### src/rtl/query_seq_map.vh
/*
 Register offsets, field positions, reset values, error codes and command encodings for
 the measurement query sequencer. Assumes inclusion by bare name from the rtl folder.
*/
`ifndef QUERY_SEQ_MAP_VH
`define QUERY_SEQ_MAP_VH
// ------------------------------------------------------------
// Register byte offsets
// ------------------------------------------------------------
`define OFS_CMD 12'h000
`define OFS_ARGS 12'h004
`define OFS_CTRL 12'h008
`define OFS_STATUS 12'h00C
`define OFS_ERRQ 12'h010
`define OFS_FMT 12'h014
`define OFS_READING 12'h018
`define OFS_BUFCLR 12'h01C
// ------------------------------------------------------------
// Command codes written to the command register
// ------------------------------------------------------------
`define CMD_READ 4'h1
`define CMD_MEAS 4'h2
`define CMD_INIT 4'h3
`define CMD_ABORT 4'h4
`define CMD_FETCH 4'h5
`define CMD_RST 4'h6
`define CMD_PRESET 4'h7
`define CMD_STORE 4'h8
// ------------------------------------------------------------
// Argument register fields
// ------------------------------------------------------------
`define ARG_FUNC_LSB 0
`define ARG_FUNCV_BIT 4
`define ARG_RANGE_LSB 8
`define ARG_RES_LSB 12
`define ARG_CHV_BIT 16
`define ARG_CH_LSB 20
// ------------------------------------------------------------
// Format register fields and reset values
// ------------------------------------------------------------
`define FMT_DATA_LSB 0
`define FMT_ELEM_LSB 4
`define FMT_SWAP_BIT 12
`define FMT_ASCII 2'h0
`define FMT_SREAL 2'h1
`define FMT_DREAL 2'h2
`define ELEM_RESET 6'h07
// ------------------------------------------------------------
// Error codes (two's complement, 16 bits) and digit limits
// ------------------------------------------------------------
`define ERR_INIT_IGN 16'hFF2B
`define ERR_SETTINGS 16'hFF23
`define ERR_MEMORY 16'hFF1F
`define DIG_MIN 4'h3
`define DIG_MAX 4'h7
`endif

### src/rtl/measurement_query_sequencer.v
/*
 Measurement query sequencer: expands read and measure queries into abort, configure,
 initiate and fetch steps, tracks trigger-model state, buffer lockout and an error queue.
 Assumes an APB master on pclk; a measurement engine outside hands back readings on a
 one-cycle strobe; the channel switch and function settings are driven from here.
*/
// The implementer's own choices: the APB slave port and the address map.
`include "query_seq_map.vh"

// How it works
// Read runs abort, initiate, fetch in order
// Abort without continuous mode enters idle
// Abort with continuous mode restarts trigger model
// Initiate from idle leaves idle state
// Initiate under continuous mode ignored, error -213
// Read under continuous mode posts error -213
// Reset clears continuous mode, one-shot mode
// Sample count above one stores readings
// Stored buffer locks out initiate, error -225
// Reset and preset never clear buffer
// Controller should clear buffer first
// Digits derived from resolution and range
// Fewer than three-and-half digits clamp up
// Over seven-and-half digits: discard, error -221
// Named channel closes before measuring
// Measure selects function, applies range, resolution
// No function named: use present function
// Measure runs abort, configure, read in order
// Configure applies arguments, then one-shot mode
// Data format ASCII, single, double; ASCII default
// Six selectable reading string elements
// Byte order normal on reset, swapped preset
// Fetch returns latest reading, no trigger
// Errors queued in arrival order
module measurement_query_sequencer #(
   parameter ERRQ_DEPTH = 8,
   parameter ERRQ_AW = 3,
   parameter BUF_DEPTH = 16,
   parameter BUF_AW = 4
)(
   input wire pclk,
   input wire presetn,
   input wire psel,
   input wire penable,
   input wire pwrite,
   input wire [11:0] paddr,
   input wire [31:0] pwdata,
   output reg [31:0] prdata,
   output wire pready,
   output wire pslverr,
   input wire meas_done,
   input wire [31:0] meas_data,
   output wire trig_start,
   output wire trig_idle,
   output wire func_defaults,
   output wire [3:0] func_sel,
   output wire [3:0] range_sel,
   output wire [3:0] digits,
   output wire chan_close,
   output wire [7:0] chan_num
);

// ------------------------------------------------------------
// Sequencer states
// ------------------------------------------------------------
localparam S_IDLE = 3'h0;
localparam S_ABORT = 3'h1;
localparam S_CONFIG = 3'h2;
localparam S_INIT = 3'h3;
localparam S_WAIT = 3'h4;
localparam S_FETCH = 3'h5;

reg [2:0] state_ff;
reg [2:0] nxt_state;
reg is_meas_ff;
reg cont_ff;
reg [15:0] samp_cnt_ff;
reg [15:0] taken_ff;
reg armed_ff;
reg locked_ff;
reg [3:0] func_ff;
reg [3:0] range_ff;
reg [3:0] digits_ff;
reg [7:0] chan_ff;
reg chan_close_ff;
reg [31:0] args_ff;
reg [31:0] latest_ff;
reg fresh_ff;
reg [1:0] fmt_data_ff;
reg [5:0] fmt_elem_ff;
reg fmt_swap_ff;
reg [31:0] buf_mem [0:BUF_DEPTH-1];
reg [BUF_AW-1:0] buf_wp_ff;
reg [BUF_AW:0] buf_cnt_ff;
reg [15:0] errq_mem [0:ERRQ_DEPTH-1];
reg [ERRQ_AW-1:0] errq_wp_ff;
reg [ERRQ_AW-1:0] errq_rp_ff;
reg [ERRQ_AW:0] errq_cnt_ff;
reg err_push;
reg [15:0] err_code;

// ------------------------------------------------------------
// APB decode
// ------------------------------------------------------------
wire wr_en = psel & penable & pwrite;
wire rd_en = psel & penable & ~pwrite;
wire hit = (paddr == `OFS_CMD) | (paddr == `OFS_ARGS) | (paddr == `OFS_CTRL) |
   (paddr == `OFS_STATUS) | (paddr == `OFS_ERRQ) | (paddr == `OFS_FMT) |
   (paddr == `OFS_READING) | (paddr == `OFS_BUFCLR);
assign pready = 1'b1;
assign pslverr = psel & penable & ~hit;
wire cmd_wr = wr_en & (paddr == `OFS_CMD);
wire [3:0] cmd = pwdata[3:0];
wire busy = (state_ff != S_IDLE);
wire errq_pop = rd_en & (paddr == `OFS_ERRQ) & (errq_cnt_ff != {(ERRQ_AW+1){1'b0}});

// ------------------------------------------------------------
// Digit computation from resolution and range
// ------------------------------------------------------------
// Range code is the decade exponent of full scale, resolution code the decade count
// below one; the digit count is their sum, with the half digit implied.
wire [3:0] arg_res = pwdata[`ARG_RES_LSB +: 4];
wire [3:0] arg_rng = pwdata[`ARG_RANGE_LSB +: 4];
wire [4:0] raw_dig = {1'b0, arg_res} + {1'b0, arg_rng};
wire dig_over = raw_dig > {1'b0, `DIG_MAX};
wire [3:0] dig_use = (raw_dig < {1'b0, `DIG_MIN}) ? `DIG_MIN : raw_dig[3:0];
wire multi = (samp_cnt_ff > 16'h0001);

// ------------------------------------------------------------
// Command acceptance and error detection
// ------------------------------------------------------------
reg start_read;
reg start_meas;
always @*
begin
   err_push = 1'b0;
   err_code = 16'h0000;
   start_read = 1'b0;
   start_meas = 1'b0;
   if (cmd_wr && !busy)
   begin
      case (cmd)
         `CMD_READ:
         begin
            if (cont_ff)
            begin
               err_push = 1'b1;
               err_code = `ERR_INIT_IGN;
            end
            else if (locked_ff && multi)
            begin
               err_push = 1'b1;
               err_code = `ERR_MEMORY;
            end
            else
               start_read = 1'b1;
         end
         `CMD_MEAS:
         begin
            if (dig_over)
            begin
               err_push = 1'b1;
               err_code = `ERR_SETTINGS;
            end
            else
               start_meas = 1'b1;
         end
         `CMD_INIT:
         begin
            if (cont_ff)
            begin
               err_push = 1'b1;
               err_code = `ERR_INIT_IGN;
            end
            else if (locked_ff)
            begin
               err_push = 1'b1;
               err_code = `ERR_MEMORY;
            end
         end
         default:
         begin
            err_push = 1'b0;
         end
      endcase
   end
end

// ------------------------------------------------------------
// Sequence state machine
// ------------------------------------------------------------
always @*
begin
   nxt_state = state_ff;
   case (state_ff)
      S_IDLE:
         if (start_read || start_meas)
            nxt_state = S_ABORT;
      S_ABORT:
         nxt_state = is_meas_ff ? S_CONFIG : S_INIT;
      S_CONFIG:
         nxt_state = S_ABORT;
      S_INIT:
         nxt_state = S_WAIT;
      S_WAIT:
         if (meas_done && (taken_ff + 16'h0001 >= samp_cnt_ff))
            nxt_state = S_FETCH;
      S_FETCH:
         nxt_state = S_IDLE;
      default:
         nxt_state = S_IDLE;
   endcase
end

assign trig_start = (state_ff == S_INIT) | (cmd_wr & !busy & (cmd == `CMD_INIT) &
   !cont_ff & !locked_ff);
assign trig_idle = !armed_ff;
assign func_defaults = (state_ff == S_CONFIG);
assign func_sel = func_ff;
assign range_sel = range_ff;
assign digits = digits_ff;
assign chan_close = chan_close_ff;
assign chan_num = chan_ff;

wire ctrl_wr = wr_en & (paddr == `OFS_CTRL);
wire is_rst = cmd_wr & !busy & (cmd == `CMD_RST);
wire is_pre = cmd_wr & !busy & (cmd == `CMD_PRESET);

always @(posedge pclk or negedge presetn)
begin
   if (!presetn)
   begin
      state_ff <= S_IDLE;
      is_meas_ff <= 1'b0;
      cont_ff <= 1'b0;
      samp_cnt_ff <= 16'h0001;
      taken_ff <= 16'h0000;
      armed_ff <= 1'b0;
      func_ff <= 4'h0;
      range_ff <= 4'h0;
      digits_ff <= 4'h6;
      chan_ff <= 8'h00;
      chan_close_ff <= 1'b0;
      args_ff <= 32'h00000000;
      latest_ff <= 32'h00000000;
      fresh_ff <= 1'b0;
      fmt_data_ff <= `FMT_ASCII;
      fmt_elem_ff <= `ELEM_RESET;
      fmt_swap_ff <= 1'b0;
   end
   else
   begin
      state_ff <= nxt_state;
      if (start_read || start_meas)
      begin
         is_meas_ff <= start_meas;
         args_ff <= pwdata;
      end
      if (start_meas)
         digits_ff <= dig_use;
      if (state_ff == S_ABORT)
      begin
         armed_ff <= cont_ff;
         taken_ff <= 16'h0000;
      end
      if (state_ff == S_CONFIG)
      begin
         if (args_ff[`ARG_FUNCV_BIT])
            func_ff <= args_ff[`ARG_FUNC_LSB +: 4];
         range_ff <= args_ff[`ARG_RANGE_LSB +: 4];
         chan_close_ff <= args_ff[`ARG_CHV_BIT];
         chan_ff <= args_ff[`ARG_CH_LSB +: 8];
         cont_ff <= 1'b0;
         is_meas_ff <= 1'b0;
      end
      if (trig_start)
         armed_ff <= 1'b1;
      if (state_ff == S_WAIT && meas_done)
         taken_ff <= taken_ff + 16'h0001;
      if (meas_done)
      begin
         latest_ff <= meas_data;
         fresh_ff <= 1'b1;
      end
      if (state_ff == S_FETCH)
      begin
         armed_ff <= cont_ff;
         chan_close_ff <= 1'b0;
      end
      if (cmd_wr && !busy && cmd == `CMD_ABORT)
         armed_ff <= cont_ff;
      if (wr_en && paddr == `OFS_ARGS)
         samp_cnt_ff <= (pwdata[15:0] == 16'h0000) ? 16'h0001 : pwdata[15:0];
      if (ctrl_wr && !busy)
      begin
         cont_ff <= pwdata[0];
         armed_ff <= pwdata[0] | armed_ff;
      end
      if (wr_en && paddr == `OFS_FMT)
      begin
         fmt_data_ff <= (pwdata[1:0] == 2'h3) ? `FMT_ASCII : pwdata[1:0];
         fmt_elem_ff <= pwdata[`FMT_ELEM_LSB +: 6];
         fmt_swap_ff <= pwdata[`FMT_SWAP_BIT];
      end
      if (rd_en && paddr == `OFS_READING)
         fresh_ff <= meas_done;
      if (is_rst || is_pre)
      begin
         cont_ff <= 1'b0;
         armed_ff <= 1'b0;
         fmt_data_ff <= `FMT_ASCII;
         fmt_elem_ff <= `ELEM_RESET;
         fmt_swap_ff <= is_pre;
      end
   end
end

// ------------------------------------------------------------
// Reading buffer (storage kept across reset and preset commands)
// ------------------------------------------------------------
wire buf_clr = wr_en & (paddr == `OFS_BUFCLR);
wire buf_wr = meas_done & (state_ff == S_WAIT) & multi;
wire buf_full = (buf_cnt_ff == BUF_DEPTH[BUF_AW:0]);
always @(posedge pclk)
begin
   if (buf_wr && !buf_full)
      buf_mem[buf_wp_ff] <= meas_data;
end

// The hardware reset pin and a write to the buffer clear register empty the buffer; the reset and preset commands do not
always @(posedge pclk or negedge presetn)
begin
   if (!presetn)
   begin
      buf_wp_ff <= {BUF_AW{1'b0}};
      buf_cnt_ff <= {(BUF_AW+1){1'b0}};
      locked_ff <= 1'b0;
   end
   else if (buf_clr)
   begin
      buf_wp_ff <= {BUF_AW{1'b0}};
      buf_cnt_ff <= {(BUF_AW+1){1'b0}};
      locked_ff <= 1'b0;
   end
   else
   begin
      if (buf_wr && !buf_full)
      begin
         buf_wp_ff <= buf_wp_ff + {{(BUF_AW-1){1'b0}}, 1'b1};
         buf_cnt_ff <= buf_cnt_ff + {{BUF_AW{1'b0}}, 1'b1};
      end
      if (cmd_wr && !busy && cmd == `CMD_STORE)
         locked_ff <= 1'b1;
   end
end

// ------------------------------------------------------------
// Error queue; a full queue drops the newest entry
// ------------------------------------------------------------
wire errq_full = (errq_cnt_ff == ERRQ_DEPTH[ERRQ_AW:0]);
wire errq_wr = err_push & !errq_full;
always @(posedge pclk)
begin
   if (errq_wr)
      errq_mem[errq_wp_ff] <= err_code;
end

always @(posedge pclk or negedge presetn)
begin
   if (!presetn)
   begin
      errq_wp_ff <= {ERRQ_AW{1'b0}};
      errq_rp_ff <= {ERRQ_AW{1'b0}};
      errq_cnt_ff <= {(ERRQ_AW+1){1'b0}};
   end
   else
   begin
      if (errq_wr)
         errq_wp_ff <= errq_wp_ff + {{(ERRQ_AW-1){1'b0}}, 1'b1};
      if (errq_pop)
         errq_rp_ff <= errq_rp_ff + {{(ERRQ_AW-1){1'b0}}, 1'b1};
      if (errq_wr && !errq_pop)
         errq_cnt_ff <= errq_cnt_ff + {{ERRQ_AW{1'b0}}, 1'b1};
      else if (errq_pop && !errq_wr)
         errq_cnt_ff <= errq_cnt_ff - {{ERRQ_AW{1'b0}}, 1'b1};
   end
end

// ------------------------------------------------------------
// Read data mux
// ------------------------------------------------------------
wire errq_empty = (errq_cnt_ff == {(ERRQ_AW+1){1'b0}});
always @*
begin
   prdata = 32'h00000000;
   case (paddr)
      `OFS_ARGS:
         prdata = {16'h0000, samp_cnt_ff};
      `OFS_CTRL:
         prdata = {31'h00000000, cont_ff};
      `OFS_STATUS:
         prdata = {13'h0000, errq_cnt_ff[3:0], 3'h0, buf_cnt_ff, fresh_ff, locked_ff,
            armed_ff, busy, state_ff};
      `OFS_ERRQ:
         prdata = errq_empty ? 32'h00000000 : {16'h0001, errq_mem[errq_rp_ff]};
      `OFS_FMT:
         prdata = {19'h0, fmt_swap_ff, 2'h0, fmt_elem_ff, 2'h0, fmt_data_ff};
      `OFS_READING:
         prdata = latest_ff;
      default:
         prdata = 32'h00000000;
   endcase
end

endmodule // measurement_query_sequencer

### config.mk
export PLATFORM = sky130hd
export DESIGN_NAME = measurement_query_sequencer
export DESIGN_NICKNAME = d
export VERILOG_FILES = /design/src/rtl/measurement_query_sequencer.v
export VERILOG_INCLUDE_DIRS = /design/src /design/src/rtl
export SDC_FILE = /design/constraint.sdc
export NUM_CORES = 1
export LEC_CHECK = 0
export BUFFER_PORTS_ARGS = -buffer_cell sky130_fd_sc_hd__buf_2
export CORE_MARGIN = 2
export CORE_UTILIZATION = 51
export DETAILED_ROUTE_END_ITERATION = 6
export PLACE_DENSITY = 0.76
export SLEW_MARGIN = 20
export SYNTH_ARGS = -nofsm -noshare
export SYNTH_HDL_FRONTEND = slang
export SYNTH_SLANG_ARGS = --single-unit
### constraint.sdc
create_clock -name pclk -period 3.1 [get_ports pclk]
set_clock_uncertainty 0.1 [all_clocks]
set_input_delay 0.31 -clock pclk [delete_from_list [all_inputs] [get_ports pclk]]
set_output_delay 0.31 -clock pclk [all_outputs]
set_load 0.02 [all_outputs]
Yosys cells after proc, flatten, opt, wreduce, memory -nomap -nowiden
Memories as Yosys holds them, arrays and structs flattened.
Index checks and enable logic that the tools add are counted.
- bitwise logic cells: 29
- div/mod/pow operators: 0
- muxes and demuxes: 61
- multiply operators: 0
- shift-type cells: 0
- $add $sub $neg: 7
- reduce and logical (&&, ||, !) cells: 41
- eq/ne operators: 24
- order comparisons: 4
- operator list (cell ; number):
    32-bit case mux with 6 select lines ; 1
    16-bit 2-to-1 mux ; 9
    12-bit by 5-bit equality test with 1-bit output (second input constant) ; 4
    16-bit case mux with 3 select lines ; 1
    1-bit 2-to-1 mux ; 35
    12-bit by 4-bit equality test with 1-bit output (second input constant) ; 2
    1-bit bitwise AND ; 18
    17-bit 2-to-1 mux ; 1
    16-bit by 1-bit adder with 16-bit output (second input constant) ; 1
    16-bit greater-or-equal comparator ; 1
    16-bit by 1-bit greater-than comparator with 1-bit output (second input constant) ; 1
    16-bit zero test ; 1
    2-bit nonzero test ; 8
    3-bit case mux with 5 select lines ; 1
    1-bit logical AND ; 13
    12-bit by 3-bit equality test with 1-bit output (second input constant) ; 1
    4-bit by 3-bit equality test with 1-bit output (second input constant) ; 3
    12-bit zero test ; 1
    4-bit 2-to-1 mux ; 3
    6-bit 2-to-1 mux ; 2
    5-bit 2-to-1 mux ; 2
    1-bit bitwise OR ; 9
    4-bit by 2-bit equality test with 1-bit output (second input constant) ; 2
    4-bit equality test (second input constant) ; 2
    26 further kinds ; 44
- bits in latches: 0
- bits in writable memories: 128
- memories kept: 1
- bits in registers: 145
- ROM bits: 0
- memories (name ; words ; width ; read ports ; clocked after Yosys merged registers in ; wr ports ; RTL line ; text):
    errq_mem ; 8 ; 16 ; 1 ; 0 ; 1 ; measurement_query_sequencer.v:95 ; reg [15:0] errq_mem [0:ERRQ_DEPTH-1];

Longest topological paths before layout
- depth in word-level cells: 13
- mapped depth: 15

Least setup slack after synthesis
OpenSTA, ideal clock, no wires.
- kind: input port to flip-flop
- start: input pwdata[8]
- end: register errq_cnt_ff[3]
- buffers on the path: 1
- required time: 2.875 ns
- arrival: 2.941 ns
- cell stages on the path: 15
- setup time: 0.125 ns
- setup slack: -0.066 ns
- cells stage by stage: ha_1 > fa_1 > nor4b_1 > nand3_1 > nand4_1 > a21oi_1 > clkbuf_1 > ha_1 > inv_1 > ha_1 > a21o_1 > a21oi_1 > xnor2_1 > nor2_1 > xor2_1
- longest elaborated chain between the ends: 9
- elaborated cells between the ends (all ways): 11
- classes of those cells: add/sub: 1; order compare: 1; mux: 4; bitwise: 1; reduce/logical: 4
- ends and longest elaborated chain (item ; RTL line ; text):
    from (decl) ; measurement_query_sequencer.v:47 ; input wire [31:0] pwdata,
    4-bit by 4-bit adder with 5-bit output * ; measurement_query_sequencer.v:124 ; wire [4:0] raw_dig = {1'b0, arg_res} + {1'b0, arg_rng};
    5-bit by 3-bit greater-than comparator with 1-bit output * ; measurement_query_sequencer.v:125 ; wire dig_over = raw_dig > {1'b0, `DIG_MAX};
    1-bit 2-to-1 mux * ; measurement_query_sequencer.v:160 ; if (dig_over)
    1-bit case mux with 3 select lines * ; measurement_query_sequencer.v:142 ; case (cmd)
    1-bit 2-to-1 mux * ; measurement_query_sequencer.v:140 ; if (cmd_wr && !busy)
    1-bit bitwise AND * ; measurement_query_sequencer.v:361 ; wire errq_wr = err_push & !errq_full;
    net errq_wr ; measurement_query_sequencer.v:361 ;
    1-bit zero test ; measurement_query_sequencer.v:384 ; else if (errq_pop && !errq_wr)
    1-bit logical AND ; measurement_query_sequencer.v:384 ;
    2-bit nonzero test (no source line) ; -- ;
    to (signal assigned) ; measurement_query_sequencer.v:374 ; errq_cnt_ff <= {(ERRQ_AW+1){1'b0}};
    to (signal assigned) ; measurement_query_sequencer.v:383 ; errq_cnt_ff <= errq_cnt_ff + {{ERRQ_AW{1'b0}}, 1'b1};
    to (signal assigned) ; measurement_query_sequencer.v:385 ; errq_cnt_ff <= errq_cnt_ff - {{ERRQ_AW{1'b0}}, 1'b1};
    to (decl) ; measurement_query_sequencer.v:98 ; reg [ERRQ_AW:0] errq_cnt_ff;
Mark *: on every way through the listed nets, which the timed path passes. The rest lies on a longest branch.
A chain may end at the register's enable or synchronous reset.

Final worst setup path
- start: input paddr[9]
- end: output prdata[5]
- longest elaborated chain between the ends: 2
- elaborated cells between the ends (all ways): 7
- classes of those cells: eq/ne: 6; mux: 1
- ends and longest elaborated chain (item ; RTL line ; text):
    from (decl) ; measurement_query_sequencer.v:46 ; input wire [11:0] paddr,
    12-bit by 5-bit equality test with 1-bit output (tied with other cells) ; measurement_query_sequencer.v:396 ; case (paddr)
    32-bit case mux with 6 select lines * ; measurement_query_sequencer.v:396 ;
    to (decl) ; measurement_query_sequencer.v:48 ; output reg [31:0] prdata,
Every way passes the cells marked *; elsewhere a longest branch is shown, timed or not.

==> results.py <==
metrics = {
    "route": {
        "vias_per_cell": 5.73,
        "wl_per_cell_um": 19.0,
        "dr.pass1.iters": 6,
        "drt-initial-drc-count": 500,
        "vias": 6476,
        "drc": 0,
        "drt_wl_total_mm": 21.5,
        "final_antenna_net_count": 0,
    },
    "floorplan": {
        "coreArea_um2": 16400,
        "die-area_um2": 17600,
        "io_pins": 140,
        "die_y_um": 133,
        "initial_core_util_pct": 51.5,
        "die_w_um": 133,
        "fp-row-count": 47,
    },
    "worst_setup_path": {
        "end_kind": "output pin",
        "critPathMaxStageDelay_ns": 0.61,
        "cpMaxStageDelayCell": "or4_4",
        "cp_cell_sequence": "buf_2 -> or4_4 -> or2_2 -> nor3_2 -> buf_4 -> a222oi_1 -> o211ai_1 -> buf_2",
        "critPathMaxFanout": 14,
        "crit_buf_inv": 3,
        "crit_type": "in2out",
        "arrival_ns": 2.55,
        "reg2regPathDepth": 12,
        "worstPathRequired_ns": 2.69,
        "critical_path_depth": 8,
        "path_common_cell": "buf_2",
        "r2r_start": "samp_cnt_ff[13]",
        "crit_family": "simple AND/OR/NAND/NOR gates",
        "crit_start": "paddr[9]",
        "cp-start-kind": "primary input",
    },
    "clocking": {
        "cts_tree": "built",
        "post_cts_buffers": 0,
        "cts_buffers": 17,
        "h-tree-depth": 4,
        "clk_pin_slew_ns": 0.06,
        "clock_path_buffers": 2,
        "cts_sinks": 167,
        "cts_root_buffer": "clkbuf_16",
        "clk_latency_ns": 0.43,
    },
    "layout": {
        "area_delta_synth_final_pct": 20.9,
        "stdcell_count": 1130,
        "num_antenna_cells": 0,
        "drive_above_1_share_pct": 34.3,
        "nFillCells": 1328,
        "nNetsFinal": 1009,
    },
    "power_and_ir_drop": {
        "vdd_drop_max_mv": 0.370,
        "pwr-share-comb_pct": 10.7,
        "switching_share_pct": 25.9,
        "switchingPower_mw": 1.28,
        "p_per_area_nw_per_um2": 484,
        "power_mw": 4.95,
        "power_frac_clock_pct": 40.1,
        "power_frac_seq_pct": 49.2,
        "p_int_mw": 3.67,
        "p_leak_nw": 4.92,
    },
    "job": {
        "maxCapViolCount": 0,
    },
    "hold_path": {
        "hold_start": "pwdata[26]",
        "hold_class": "in2reg",
        "min_path_cells": 2,
    },
    "synth": {
        "yosys.area.top_type_share_pct": 38.2,
        "ys_types": 75,
        "yosys_warnings": 0,
        "synth_edf_count": 32,
        "syn-num-nets": 842,
        "async_flop_share_pct": 80.8,
        "synth_most_common_cell": "dfrtp_1",
        "postSynthAreaPerCell_um2": 11.6,
        "syn_inst": 730,
        "yosys.area.top_type": "dfrtp_1",
        "synthTopCellsByCount": "dfrtp_1 (129), nand2_1 (66), mux2_2 (51)",
        "ys_seq_area_share_pct": 51.4,
        "synthFlopType": "dfrtp_1",
        "synth_area_um2": 8450,
        "ys_top_cells_by_area": "dfrtp_1 (38%), edfxtp_1 (11%), mux2_2 (6.8%)",
        "synth_seq_cells": 167,
    },
    "outcome": {
        "status": "completed",
    },
    "timing": {
        "rsz0062_at_grt": "no",
        "finalHoldViolCount": 0,
        "max-slew-margin-rel_pct": 29.4,
        "setup-violations-final": 0,
        "max_freq_ghz": 0.338,
        "tightest_slew_ns": 1.06,
        "finalCritPeriodShare_pct": 95.6,
        "period_needed_ns": 2.96,
        "drv_slew": 0,
    },
    "global_routing": {
        "antenna_found_initial": 0,
        "grt_usage_pct": 25.1,
        "grt_pass1_wl_mm": 34.0,
        "grt_max_degree": 60,
        "grt_pass1_vias": 6396,
        "gr-total-overflow": 0,
    },
    "placed_design": {
        "post-dp-hpwl_mm": 16.2,
        "dpl.cell_count": 1094,
        "place_congestion": 0.898,
        "numPortBuffers": 131,
    },
}
## layout by cell type, fill, tap and decap left out, drive strengths merged, types with 7 or more instances in the layout
cell	count
buf	180
dfrtp	129
nand2	66
mux2	65
nor2	39
inv	35
o21ai	35
edfxtp	32
ha	28
nand3	26
and2	18
clkbuf	17
xnor2	16
a22oi	15
a21oi	15
nand4	15
xor2	11
a22o	10
a222oi	9
nor4	9
nor3	9
mux4	8
a21o	8
mux2i	7
clkinv	7
## registers in the layout, indices dropped and copies added (netlist names), 2 cells and up
register	cells
state_ff	3
buf_cnt_ff	5
latest_ff	32
samp_cnt_ff	16
digits	4
args_ff	18
func_sel	4
errq_cnt_ff	4
fmt_elem_ff	6
errq_wp_ff	3
errq_rp_ff	3
range_sel	4
taken_ff	16
errq_mem	32
fmt_data_ff	2
chan_num	8
## kinds of logic after synthesis
logic type	after synthesis	share of synthesized area, %
adders and majority gates	30	4.62
AOI/OAI and AO/OA	126	10.8
xor gates and xnor gates	27	2.80
muxes	80	12.0
buffers and inverters	70	3.63
and+or+nand+nor	229	14.7
DFF	167	51.4
other	1	0.0444
## through the flow
stage / TNS (ns) / utilization [%] / area [µm²] / worst slack [ns] / hold WS [ns]
2_1_floorplan: 0 / - / 8460 / 0.0450 / -0.0856
3_3_place_gp: 0 / 58.6 / 9610 / 0.0270 / 0.222
3_5_place_dp: -0.0544 / 58.6 / 9610 / -0.0544 / 0.221
4_1_cts: 0 / 62.2 / 10200 / 0.172 / 0.000489
5_1_grt: 0 / 62.3 / 10200 / 0.0366 / 0.00543
6_report: 0 / 62.3 / 10200 / 0.137 / 0.00934
## worst reg2reg max path, stage by stage (launching register included)
cell	delay (ns)
dfrtp_1	0.40
nor4_2	0.33
nand4_1	0.20
o311ai_2	0.30
a21oi_1	0.15
ha_1	0.22
inv_1	0.11
ha_1	0.25
a21o_1	0.17
a21oi_1	0.18
xnor2_1	0.14
nor2_1	0.07
xor2_1	0.14
## final cells by class
cell class | count | area, µm² | area share (%)
sequential | 167 | 4350 | 42.5
multi-input combinational | 493 | 3840 | 37.6
timing repair buffer | 184 | 1070 | 10.5
clock buffer | 17 | 425 | 4.16
tap | 220 | 275 | 2.69
clock inverter | 15 | 133 | 1.30
inverter | 34 | 128 | 1.25
## power by group through the flow
stage,clock (mW),combinational [mW],sequential [mW]
detailed placement,0,0.526,2.47
global placement,0,0.506,2.47
global route,2.11,0.591,2.45
floorplan,0,0.318,2.44
CTS,2.02,0.533,2.43
finish,1.98,0.530,2.44
## path summary, 6_finish.rpt
| kind | endpoint | slack, ns |
|---|---|---|
| min in group asynchronous | chan_num[1] | 0.32 |
| worst max-delay path | prdata[5] | 0.14 |
| worst min-delay path | args_ff[26] | 0.009 |
| max in group asynchronous | fmt_elem_ff[0] | 1.84 |
| worst max register to register | errq_cnt_ff[3] | 0.22 |
| worst min register to register | digits[1] | 0.37 |
## metal layers
layer | part of all wire (%) | GRT usage, % | up-vias | wire length [µm]
met2 | 50 | 42.3 | 220 | 10800
met5 | 0 | 0 | - | 0
met4 | 1.9 | 8.66 | 0 | 405
met3 | 6.1 | 4.98 | 32 | 1300
li1 | - | - | 3022 | -
met1 | 42 | 32.7 | 3202 | 8990
## timing repair
action	in CTS	in global routing
hold buffers	4	0
resized for setup	0	2
endpoints found under the hold margin	56	0
endpoints found under the setup margin	0	2
(Power assumes the default switching activity.)
